===== config.mk =====
export PLATFORM = sky130hd
export DESIGN_NAME = cmsc_top
export DESIGN_NICKNAME = d
export VERILOG_FILES = /design/src/logic/cmsc_pkg.sv /design/src/logic/cmsc_top.sv /design/src/logic/cmsc_idle_det.sv /design/src/logic/cmsc_queue_ptr.sv
export VERILOG_INCLUDE_DIRS = /design/src /design/src/logic
export SDC_FILE = /design/constraint.sdc
export NUM_CORES = 1
export LEC_CHECK = 0
export BUFFER_PORTS_ARGS = -buffer_cell sky130_fd_sc_hd__buf_2
export CAP_MARGIN = 20
export CORE_ASPECT_RATIO = 0.5
export CORE_UTILIZATION = 59
export CTS_BUF_LIST = sky130_fd_sc_hd__clkbuf_2 sky130_fd_sc_hd__clkbuf_4 sky130_fd_sc_hd__clkbuf_8
export CTS_CLUSTER_SIZE = 16
export DETAILED_ROUTE_END_ITERATION = 16
export GPL_TIMING_DRIVEN = 1
export PLACE_DENSITY = 0.95
export SYNTH_ARGS = -nofsm -noshare
export SYNTH_HDL_FRONTEND = slang
export SYNTH_SLANG_ARGS = --single-unit

===== constraint.sdc =====
create_clock -name pclk -period 4.1 [get_ports pclk]
set_input_delay 0.615 -clock pclk [delete_from_list [all_inputs] [get_ports pclk]]
set_output_delay 0.615 -clock pclk [all_outputs]
set_load 0.1 [all_outputs]

===== src/logic/cmsc_defs.svh =====
// register map, field positions and reset values of the mode/status front end
// assumes inclusion by the design modules and the bench
`ifndef CMSC_DEFS_SVH
`define CMSC_DEFS_SVH
`define CMSC_OFF_CTRL      12'h000
`define CMSC_OFF_DBFC      12'h004
`define CMSC_OFF_VEC       12'h008
`define CMSC_OFF_FCTRL     12'h00C
`define CMSC_OFF_FIFO      12'h010
`define CMSC_OFF_INTF      12'h014
`define CMSC_OFF_DNCFG     12'h018
`define CMSC_BIT_IDLE      13
`define CMSC_BIT_ABORT     12
`define CMSC_REQ_HI        10
`define CMSC_REQ_LO        8
`define CMSC_CUR_HI        7
`define CMSC_CUR_LO        5
`define CMSC_BIT_CAP       3
`define CMSC_BIT_WIN       0
`define CMSC_BAS_HI        15
`define CMSC_BAS_LO        13
`define CMSC_FSA_HI        4
`define CMSC_HIT_LO        8
`define CMSC_WP_LO         8
`define CMSC_MODE_RST      3'h4
`define CMSC_INTERRUPT_SOURCE_ID_NONE    7'h40
`define CMSC_INTERRUPT_SOURCE_ID_ERR     7'h41
`define CMSC_INTERRUPT_SOURCE_ID_WAKE    7'h42
`define CMSC_INTERRUPT_SOURCE_ID_OVF     7'h43
`define CMSC_INTERRUPT_SOURCE_ID_FULL    7'h44
`define CMSC_DN_MAX        5'h11
`define CMSC_IDLE_BITS     4'hB
`define CMSC_FLAG_MASK     16'h00EF
`endif


===== src/logic/cmsc_pkg.sv =====
// types shared by the mode/status front end
// assumes cmsc_defs.svh on the include path
package cmsc_pkg;
    typedef enum logic [2:0] {
        CMSC_NORMAL  = 3'h0,
        CMSC_DISABLE = 3'h1,
        CMSC_LOOP    = 3'h2,
        CMSC_LISTEN  = 3'h3,
        CMSC_CONFIG  = 3'h4,
        CMSC_ALL     = 3'h7
    } cmsc_mode_e;
endpackage


===== src/logic/cmsc_top.sv =====
// mode control, status and event flag registers of a CAN controller, APB slave
// assumes protocol engine signals on pclk; bus pins are asynchronous
// Summary of operation
// - loopback feeds transmit stream back into receive
// - loopback releases both bus pins
// - idle-stop bit halts module in chip idle
// - abort-all bit self-clears after all aborts
// - mode request encodings; reserved values unused
// - current mode field reports active mode
// - reset puts both mode fields at configuration
// - capture-link bit makes capture event per receive
// - window bit selects filter or buffer map
// - data-byte compare length, values above 17 invalid
// - matched filter number reported, 0 to 15
// - interrupt code for none, error, wake, overflow, full
// - buffer events report buffer number as code
// - buffer area size encoding to buffer count
// - queue start buffer field, 0 to 31
// - read-only queue write pointer
// - read-only queue read pointer
// - error state status bits read-only
// - any-warning bit is or of warnings
// - error flag set by error state bits
// - event flags set by module, software clears only
// - mode changes only when bus idle
// - listen-only sends nothing, counters frozen
//
// The implementer's own choices: register access over APB and the placing of the registers.
`timescale 1ns/10ps
`include "cmsc_defs.svh"
module cmsc_top (
    input  wire logic        pclk,            // apb clock
    input  wire logic        presetn,         // async reset, low
    input  wire logic        psel,            // apb select
    input  wire logic        penable,         // apb enable
    input  wire logic        pwrite,          // apb write
    input  wire logic [11:0] paddr,           // apb byte address
    input  wire logic [31:0] pwdata,          // apb write data
    output logic      [31:0] prdata,          // apb read data
    output logic             pready,          // apb ready
    output logic             pslverr,         // unmapped address
    input  wire logic        can_rx_pin,      // bus receive pin
    output logic             can_tx_pin,      // bus transmit pin
    output logic             can_tx_oe,       // transmit pin owned by bus
    output logic             can_rx_own,      // receive pin owned by bus
    input  wire logic        eng_tx_bit,      // engine transmit stream
    output logic             eng_rx_bit,      // engine receive stream
    input  wire logic        bit_tick,        // bit sample strobe
    output logic             eng_run,         // engine may run
    output logic             eng_tx_allow,    // transmit/error/ack allowed
    output logic             eng_cnt_en,      // error counters active
    output logic             eng_ignore_err,  // listen-all mode
    output cmsc_pkg::cmsc_mode_e mode_cur,    // mode in effect
    output logic             abort_req,       // abort all transmit
    input  wire logic        abort_done,      // all aborts finished
    input  wire logic        chip_idle,       // chip in idle state
    output logic             map_view_select, // 1 filter view
    output logic             capture_event,   // timer capture pulse
    input  wire logic        rx_done,         // message received pulse
    input  wire logic [4:0]  filter_hit,      // matching filter
    input  wire logic        queue_write,     // queue written pulse
    input  wire logic        queue_read,      // queue read pulse
    output logic      [4:0]  data_byte_compare_length, // compare length
    input  wire logic [4:0]  tx_ev_buf,       // buffer of tx event
    input  wire logic [4:0]  rx_ev_buf,       // buffer of rx event
    input  wire logic        tx_buf_ev,       // tx buffer event
    input  wire logic        rx_buf_ev,       // rx buffer event
    input  wire logic        invalid_ev,      // invalid message
    input  wire logic        wake_ev,         // wake activity
    input  wire logic        overflow_ev,     // rx overflow
    input  wire logic        almost_full_ev,  // queue almost full
    input  wire logic        tx_bus_off,      // tx bus off
    input  wire logic        tx_error_passive, // tx passive
    input  wire logic        rx_error_passive, // rx passive
    input  wire logic        tx_warning_state, // tx warning
    input  wire logic        rx_warning_state  // rx warning
);
    import cmsc_pkg::*;
    logic       rx_s1_r, rx_s2_r;
    logic       idle_stop_r, abort_all_tx_r, cap_r;
    logic [2:0] mode_request_r;
    logic [4:0] data_byte_compare_length_r, hit_r;
    logic [2:0] bas_r;
    logic [4:0] fsa_r;
    logic [6:0] flags_r;
    logic [6:0] interrupt_source_id_r;
    logic [4:0] tx_buf_r, rx_buf_r;
    logic [5:0] stat_prev_r;
    logic       bus_idle, running;
    logic [5:0] wr_ptr, rd_ptr, buf_count;
    logic [5:0] stat;
    logic       wr_acc;
    logic [15:0] rd_word;

    function automatic logic [5:0] area_size(input logic [2:0] c);
        unique case (c)
            3'h0: area_size = 6'd4;
            3'h1: area_size = 6'd6;
            3'h2: area_size = 6'd8;
            3'h3: area_size = 6'd12;
            3'h4: area_size = 6'd16;
            3'h5: area_size = 6'd24;
            default: area_size = 6'd32;
        endcase
    endfunction

    assign wr_acc = psel && penable && pwrite;
    assign pready = 1'b1;
    assign buf_count = area_size(bas_r);

    // pin synchroniser
    always_ff @(posedge pclk or negedge presetn) begin
        if (!presetn) begin
            rx_s1_r <= 1'b1;
            rx_s2_r <= 1'b1;
        end else begin
            rx_s1_r <= can_rx_pin;
            rx_s2_r <= rx_s1_r;
        end
    end

    cmsc_idle_det u_idle (
        .pclk     (pclk),
        .presetn  (presetn),
        .bit_tick (bit_tick),
        .rx_level (eng_rx_bit),
        .bus_idle (bus_idle)
    );

    cmsc_queue_ptr u_qptr (
        .pclk    (pclk),
        .presetn (presetn),
        .start   (fsa_r),
        .count   (buf_count),
        .wr_step (queue_write),
        .rd_step (queue_read),
        .wr_ptr  (wr_ptr),
        .rd_ptr  (rd_ptr)
    );

    // control register
    always_ff @(posedge pclk or negedge presetn) begin
        if (!presetn) begin
            idle_stop_r     <= 1'b0;
            cap_r           <= 1'b0;
            map_view_select <= 1'b0;
            mode_request_r  <= `CMSC_MODE_RST;
        end else if (wr_acc && paddr == `CMSC_OFF_CTRL) begin
            idle_stop_r     <= pwdata[`CMSC_BIT_IDLE];
            cap_r           <= pwdata[`CMSC_BIT_CAP];
            map_view_select <= pwdata[`CMSC_BIT_WIN];
            if (pwdata[`CMSC_REQ_HI:`CMSC_REQ_LO] != 3'h5 &&
                pwdata[`CMSC_REQ_HI:`CMSC_REQ_LO] != 3'h6) begin
                mode_request_r <= pwdata[`CMSC_REQ_HI:`CMSC_REQ_LO];
            end
        end
    end

    // abort bit: software sets, module clears on completion
    always_ff @(posedge pclk or negedge presetn) begin
        if (!presetn) begin
            abort_all_tx_r <= 1'b0;
        end else if (wr_acc && paddr == `CMSC_OFF_CTRL && pwdata[`CMSC_BIT_ABORT]) begin
            abort_all_tx_r <= 1'b1;
        end else if (abort_all_tx_r && abort_done) begin
            abort_all_tx_r <= 1'b0;
        end
    end
    assign abort_req = abort_all_tx_r;

    // mode in effect follows request only on idle bus
    always_ff @(posedge pclk or negedge presetn) begin
        if (!presetn) begin
            mode_cur <= CMSC_CONFIG;
        end else if (bus_idle && mode_cur != cmsc_mode_e'(mode_request_r)) begin
            mode_cur <= cmsc_mode_e'(mode_request_r);
        end
    end

    assign running = !(idle_stop_r && chip_idle);
    assign eng_run = running && mode_cur != CMSC_DISABLE && mode_cur != CMSC_CONFIG;
    assign eng_tx_allow = eng_run && mode_cur != CMSC_LISTEN;
    assign eng_cnt_en = eng_run && mode_cur != CMSC_LISTEN;
    assign eng_ignore_err = (mode_cur == CMSC_ALL);

    // pins and loopback routing
    always_comb begin
        can_tx_pin = 1'b1;
        can_tx_oe  = 1'b0;
        can_rx_own = 1'b0;
        eng_rx_bit = rx_s2_r;
        if (mode_cur == CMSC_LOOP) begin
            eng_rx_bit = eng_tx_bit;
        end else if (mode_cur == CMSC_NORMAL || mode_cur == CMSC_ALL) begin
            can_tx_pin = eng_tx_bit;
            can_tx_oe  = 1'b1;
            can_rx_own = 1'b1;
        end else if (mode_cur == CMSC_LISTEN) begin
            can_rx_own = 1'b1;
        end
        // loopback, disable and configuration leave pins released
    end

    // capture strobe
    always_ff @(posedge pclk or negedge presetn) begin
        if (!presetn) begin
            capture_event <= 1'b0;
        end else begin
            capture_event <= cap_r && rx_done;
        end
    end

    // filter hit, compare length, setup register
    always_ff @(posedge pclk or negedge presetn) begin
        if (!presetn) begin
            hit_r <= 5'h00;
        end else if (rx_done && filter_hit[4] == 1'b0) begin
            hit_r <= filter_hit;
        end
    end
    always_ff @(posedge pclk or negedge presetn) begin
        if (!presetn) begin
            data_byte_compare_length_r <= 5'h00;
        end else if (wr_acc && paddr == `CMSC_OFF_DNCFG && pwdata[4:0] <= `CMSC_DN_MAX) begin
            data_byte_compare_length_r <= pwdata[4:0];
        end
    end
    assign data_byte_compare_length = data_byte_compare_length_r;
    always_ff @(posedge pclk or negedge presetn) begin
        if (!presetn) begin
            bas_r <= 3'h0;
            fsa_r <= 5'h00;
        end else if (wr_acc && paddr == `CMSC_OFF_FCTRL) begin
            if (pwdata[`CMSC_BAS_HI:`CMSC_BAS_LO] != 3'h7) begin
                bas_r <= pwdata[`CMSC_BAS_HI:`CMSC_BAS_LO];
            end
            fsa_r <= pwdata[`CMSC_FSA_HI:0];
        end
    end

    // event flags: set wins over software clear
    // bit order: 6 invalid,5 wake,4 error,3 full,2 ovf,1 rx,0 tx
    assign stat = {tx_bus_off, tx_error_passive, rx_error_passive,
                   tx_warning_state, rx_warning_state,
                   tx_warning_state | rx_warning_state};
    always_ff @(posedge pclk or negedge presetn) begin
        if (!presetn) begin
            stat_prev_r <= 6'h00;
        end else begin
            stat_prev_r <= stat;
        end
    end
    always_ff @(posedge pclk or negedge presetn) begin
        if (!presetn) begin
            flags_r <= 7'h00;
        end else begin
            flags_r <= (flags_r & ~((wr_acc && paddr == `CMSC_OFF_INTF) ?
                        ~{pwdata[7:5], pwdata[3:0]} : 7'h00))
                     | {invalid_ev, wake_ev, |(stat & ~stat_prev_r),
                        almost_full_ev, overflow_ev, rx_buf_ev, tx_buf_ev};
        end
    end
    always_ff @(posedge pclk or negedge presetn) begin
        if (!presetn) begin
            tx_buf_r <= 5'h00;
            rx_buf_r <= 5'h00;
        end else begin
            if (tx_buf_ev) tx_buf_r <= tx_ev_buf;
            if (rx_buf_ev) rx_buf_r <= rx_ev_buf;
        end
    end

    // interrupt code: keep current source until cleared
    always_ff @(posedge pclk or negedge presetn) begin
        if (!presetn) begin
            interrupt_source_id_r <= `CMSC_INTERRUPT_SOURCE_ID_NONE;
        end else if (interrupt_source_id_r == `CMSC_INTERRUPT_SOURCE_ID_NONE
                     || (interrupt_source_id_r == `CMSC_INTERRUPT_SOURCE_ID_ERR  && !flags_r[4])
                     || (interrupt_source_id_r == `CMSC_INTERRUPT_SOURCE_ID_WAKE && !flags_r[5])
                     || (interrupt_source_id_r == `CMSC_INTERRUPT_SOURCE_ID_OVF  && !flags_r[2])
                     || (interrupt_source_id_r == `CMSC_INTERRUPT_SOURCE_ID_FULL && !flags_r[3])
                     || (interrupt_source_id_r[6] == 1'b0
                         && !(flags_r[0] && interrupt_source_id_r[4:0] == tx_buf_r)
                         && !(flags_r[1] && interrupt_source_id_r[4:0] == rx_buf_r))) begin
            if (flags_r[4])      interrupt_source_id_r <= `CMSC_INTERRUPT_SOURCE_ID_ERR;
            else if (flags_r[5]) interrupt_source_id_r <= `CMSC_INTERRUPT_SOURCE_ID_WAKE;
            else if (flags_r[2]) interrupt_source_id_r <= `CMSC_INTERRUPT_SOURCE_ID_OVF;
            else if (flags_r[3]) interrupt_source_id_r <= `CMSC_INTERRUPT_SOURCE_ID_FULL;
            else if (flags_r[0]) interrupt_source_id_r <= {2'b00, tx_buf_r};
            else if (flags_r[1]) interrupt_source_id_r <= {2'b00, rx_buf_r};
            else                 interrupt_source_id_r <= `CMSC_INTERRUPT_SOURCE_ID_NONE;
        end
    end

    // read mux
    always_comb begin
        rd_word = 16'h0000;
        pslverr = 1'b0;
        unique case (paddr)
            `CMSC_OFF_CTRL:  rd_word = {2'b00, idle_stop_r, abort_all_tx_r, 1'b0,
                                        mode_request_r, mode_cur, 1'b0, cap_r, 2'b00,
                                        map_view_select};
            `CMSC_OFF_DBFC, `CMSC_OFF_DNCFG: rd_word = {11'h000, data_byte_compare_length_r};
            `CMSC_OFF_VEC:   rd_word = {3'b000, hit_r, 1'b0, interrupt_source_id_r};
            `CMSC_OFF_FCTRL: rd_word = {bas_r, 8'h00, fsa_r};
            `CMSC_OFF_FIFO:  rd_word = {2'b00, wr_ptr, 2'b00, rd_ptr};
            `CMSC_OFF_INTF:  rd_word = {2'b00, stat, flags_r[6:4], 1'b0, flags_r[3:0]};
            default:         pslverr = psel && penable;
        endcase
    end
    always_ff @(posedge pclk or negedge presetn) begin
        if (!presetn) begin
            prdata <= 32'h0000_0000;
        end else if (psel && !penable && !pwrite) begin
            prdata <= {16'h0000, rd_word}; // stands through the access phase
        end
    end
endmodule // cmsc_top


===== src/logic/cmsc_idle_det.sv =====
// counts consecutive recessive bits to find an idle bus
// assumes bit_tick marks one sample per bus bit, same clock
`timescale 1ns/10ps
`include "cmsc_defs.svh"
module cmsc_idle_det (
    input  wire logic pclk,      // clock
    input  wire logic presetn,   // async reset, low
    input  wire logic bit_tick,  // bit sample strobe
    input  wire logic rx_level,  // sampled bus level
    output logic      bus_idle   // 11 recessive bits seen
);
    logic [3:0] cnt_r;
    always_ff @(posedge pclk or negedge presetn) begin
        if (!presetn) begin
            cnt_r <= 4'h0;
        end else if (bit_tick) begin
            if (!rx_level) begin
                cnt_r <= 4'h0;
            end else if (cnt_r != `CMSC_IDLE_BITS) begin
                cnt_r <= cnt_r + 4'h1;
            end
        end
    end
    assign bus_idle = (cnt_r == `CMSC_IDLE_BITS);
endmodule // cmsc_idle_det


===== src/logic/cmsc_queue_ptr.sv =====
// receive queue write and read pointers within the buffer area
// assumes one-cycle strobes from the same clock
`timescale 1ns/10ps
module cmsc_queue_ptr (
    input  wire logic       pclk,     // clock
    input  wire logic       presetn,  // async reset, low
    input  wire logic [4:0] start,    // first queue buffer
    input  wire logic [5:0] count,    // buffers in area
    input  wire logic       wr_step,  // queue written
    input  wire logic       rd_step,  // queue read
    output logic      [5:0] wr_ptr,   // next write buffer
    output logic      [5:0] rd_ptr    // next read buffer
);
    function automatic logic [5:0] adv(input logic [5:0] p, input logic [4:0] s,
                                       input logic [5:0] n);
        adv = (p + 6'h1 >= n) ? {1'b0, s} : p + 6'h1;
    endfunction
    always_ff @(posedge pclk or negedge presetn) begin
        if (!presetn) begin
            wr_ptr <= 6'h00;
        end else if (wr_step) begin
            wr_ptr <= adv(wr_ptr, start, count);
        end
    end
    always_ff @(posedge pclk or negedge presetn) begin
        if (!presetn) begin
            rd_ptr <= 6'h00;
        end else if (rd_step) begin
            rd_ptr <= adv(rd_ptr, start, count);
        end
    end
endmodule // cmsc_queue_ptr


==> impl_metrics.ini <==
[placed_design]
gp_congestion = 0.926
dp_hpwl_um = 9320
placed_cells = 712
portBuffers = 101
place_area_sq_um = 5660

[timing]
rsz0062_at_grt = false
maxSlewViolCount = 0
max_slew_margin = 0.474
setup_viol = 0
hold_viol = 0
worst_clock_skew_ns = 0.0131
tightest_slew_ns = 0.788
fin_crit_ns = 2.77
fmax_mhz = 361
finalCritPeriodShare = 0.676
timing.setup.tns_ns = 0

[worst_setup_path]
arrival_ns = 3.02
r2r_setup_slack_ns = 1.33
crit_fanout = 10
worstReg2RegEnd = u_qptr.rd_ptr[3]$_DFFE_PN0P_
critPathCaptureType = register
timing.rr.start = bas_r[1]$_DFFE_PN0P_
cp.required_ns = 4.35
r2r_cells = 8
critPathLaunchType = register
crit_type = register to register

[synthesis]
synth_warnings = 0
synth_edf_count = 0
ys_types = 62
syn_inst = 522
synth_flop_cell = dfrtp_1
yosysSeqAreaShare = 0.447
synth_area_sq_um = 5170
syn_area_per_cell_sq_um = 9.90
ys_async_sr_fraction = 1.00
ys_ff_latch = 92

[clock_tree]
cts.sinks = 92
post_cts_resized = 0
cts_buffer_depth = 2
cts-root-buf = clkbuf_8
clk_latency_ns = 0.37
htree_levels = 3
ctsHoldBuffers = 0
cts_tree = done
numCtsBuffers = 9
post_cts_buffers = 0
path_clk_slew_ns = 0.09

[pwr]
combPwrFrac = 0.362
p_leak_nw = 2.77
p_total_mw = 2.82
ir_drop_mv = 0.422
power-per-cell-area_nw_per_um2 = 479
power_frac_clock = 0.242
p_seq_frac = 0.396
p_int_mw = 1.71
p_sw_frac = 0.395
switching_power_mw = 1.11

[drt]
vias = 4480
first_pass_iters = 7
drc = 0
ant_nets = 0
drtIter0Drc = 485
wl_per_cell_um = 17.7
routed_wl_um = 12900
avgViaCountPerCell = 6.15

[floorplan]
dieArea_sq_um = 9160
die_h_um = 68.2
dieWidth_um = 134
rows = 23
initial_core_util = 0.628
num_io_pins = 136
core_area_sq_um = 8230

[layout]
num-fill-cells = 585
final_area_sq_um = 5880
drive_gt1_frac = 0.273
diodes = 0
final_common_cell = buf_2
final_cells = 728
final_nets = 707
area_delta_synth_final_pct = 13.8
most-common-layout-cells = buf_2, dfrtp_1, nand2_1, mux2_2, o21ai_0

[grt]
overflow = 0
grt_pass1_vias = 4171
antenna_found_initial = 0
grt_pass1_wl_um = 20700
grt_start_max_net_pins = 65
grt_usage = 0.302

[run_status]
status = finished, final reports clean

[run]
cap_violations = 0

[hold_path]
worstHoldPathType = primary input to asynchronous set/reset pin
## worst max-delay path by stage
| stage | startpoint | endpoint | slack, ns | cells past startpoint |
|---|---|---|---|---|
| after floorplan | mode_cur[0]$_DFFE_PN0P_ | eng_tx_allow | 0.03 | 5 |
| after global placement | paddr[9] | mode_request_r[0]$_DFFE_PN0P_ | 1.31 | 6 |
| after detailed placement | paddr[9] | mode_request_r[0]$_DFFE_PN0P_ | 1.25 | 6 |
| after CTS | paddr[9] | pslverr | 1.38 | 6 |
| after global routing | bas_r[1]$_DFFE_PN0P_ | u_qptr.rd_ptr[3]$_DFFE_PN0P_ | 1.15 | 8 |
| final | bas_r[1]$_DFFE_PN0P_ | u_qptr.rd_ptr[3]$_DFFE_PN0P_ | 1.33 | 8 |
## power by group through the flow
stage | Combinational, mW | Sequential (mW) | Clock, mW
6_report | 1.02 | 1.12 | 0.681
5_1_grt | 1.11 | 1.13 | 0.720
4_1_cts | 1.01 | 1.11 | 0.686
3_5_place_dp | 1.01 | 1.13 | 0
3_3_place_gp | 0.967 | 1.12 | 0
2_1_floorplan | 0.816 | 1.12 | 0
## through the flow
step	worst slack (ns)	util	hold slack (ns)
after floorplan	0.0327	-	0.319
after global placement	1.31	0.687	0.347
after detailed placement	1.25	0.687	0.350
after CTS	1.38	0.714	0.332
after global routing	1.15	0.714	0.328
final	1.33	0.714	0.325
## synth_stat cells (all sizes together) (4+ instances only)
cell type | n | share of area
a211oi | 4 | 0.0077
a21boi | 6 | 0.0087
a21o | 6 | 0.0087
a21oi | 23 | 0.022
a22oi | 6 | 0.0087
a2bb2oi | 7 | 0.012
and2 | 7 | 0.0085
buf | 21 | 0.030
clkbuf | 18 | 0.013
dfrtp | 87 | 0.42
dfstp | 5 | 0.025
ha | 13 | 0.031
inv | 24 | 0.017
mux2 | 31 | 0.068
mux2i | 18 | 0.035
nand2 | 50 | 0.036
nand2b | 13 | 0.016
nand3 | 20 | 0.019
nand3b | 6 | 0.0087
nand4 | 8 | 0.0097
nor2 | 19 | 0.014
nor2b | 7 | 0.0085
nor3 | 6 | 0.0058
nor3b | 4 | 0.0058
nor4 | 7 | 0.013
o21ai | 37 | 0.036
o22ai | 4 | 0.0048
xnor2 | 10 | 0.017
xor2 | 10 | 0.017
## cell type report
class                      count  area [sq um]  area share
multi-input combinational    381          2600       0.442
sequential                    92          2310       0.393
clock buffer                  12           146      0.0249
clock inverter                 4          73.8      0.0126
inverter                      24          90.1      0.0153
tap                          112           140      0.0238
timing repair buffer         103           523      0.0890
## registers in the layout, summed over array words and instances, names as in the netlist
| signal | count |
|---|---|
| hit_r | 5 |
| rx_buf_r | 5 |
| u_qptr.wr_ptr | 6 |
| rx_s2_r | 1 |
| abort_req | 1 |
| u_idle.cnt_r | 4 |
| stat_prev_r | 6 |
| idle_stop_r | 1 |
| capture_event | 1 |
| map_view_select | 1 |
| flags_r | 7 |
| tx_buf_r | 5 |
| prdata | 16 |
| mode_request_r | 3 |
| mode_cur | 3 |
| interrupt_source_id_r | 6 |
| cap_r | 1 |
| u_qptr.rd_ptr | 6 |
| data_byte_compare_length | 5 |
| fsa_r | 5 |
| rx_s1_r | 1 |
| bas_r | 3 |
## cells by family after synthesis
logic type / after synthesis / share of synthesized area
buffers and inverters: 64 / 0.0627
and+or+nand+nor: 162 / 0.168
xor gates and xnor gates: 20 / 0.0339
adders and majority gates: 13 / 0.0315
muxes: 49 / 0.102
other: 2 / 0.00145
DFF: 92 / 0.447
AOI/OAI and AO/OA: 120 / 0.153
## routing by layer
layer	GRT usage	vias to the layer above	wire, um	part of all wire
met5	0	-	0	0
met2	0.490	278	5880	0.46
met1	0.372	2135	5160	0.40
li1	-	2017	-	-
met3	0.102	50	1410	0.11
met4	0.143	0	404	0.031
## critical path, cell delays in order, from the launching register on
cell and delay, ns:
dfrtp_1 0.46, nand2b_1 0.22, o21a_1 0.23, ha_1 0.32, a21o_1 0.18, a21o_1 0.18, a211oi_2 0.66, a21boi_0 0.22
a2bb2oi_1 0.17
Note: power is estimated with default switching activity, not from simulation.
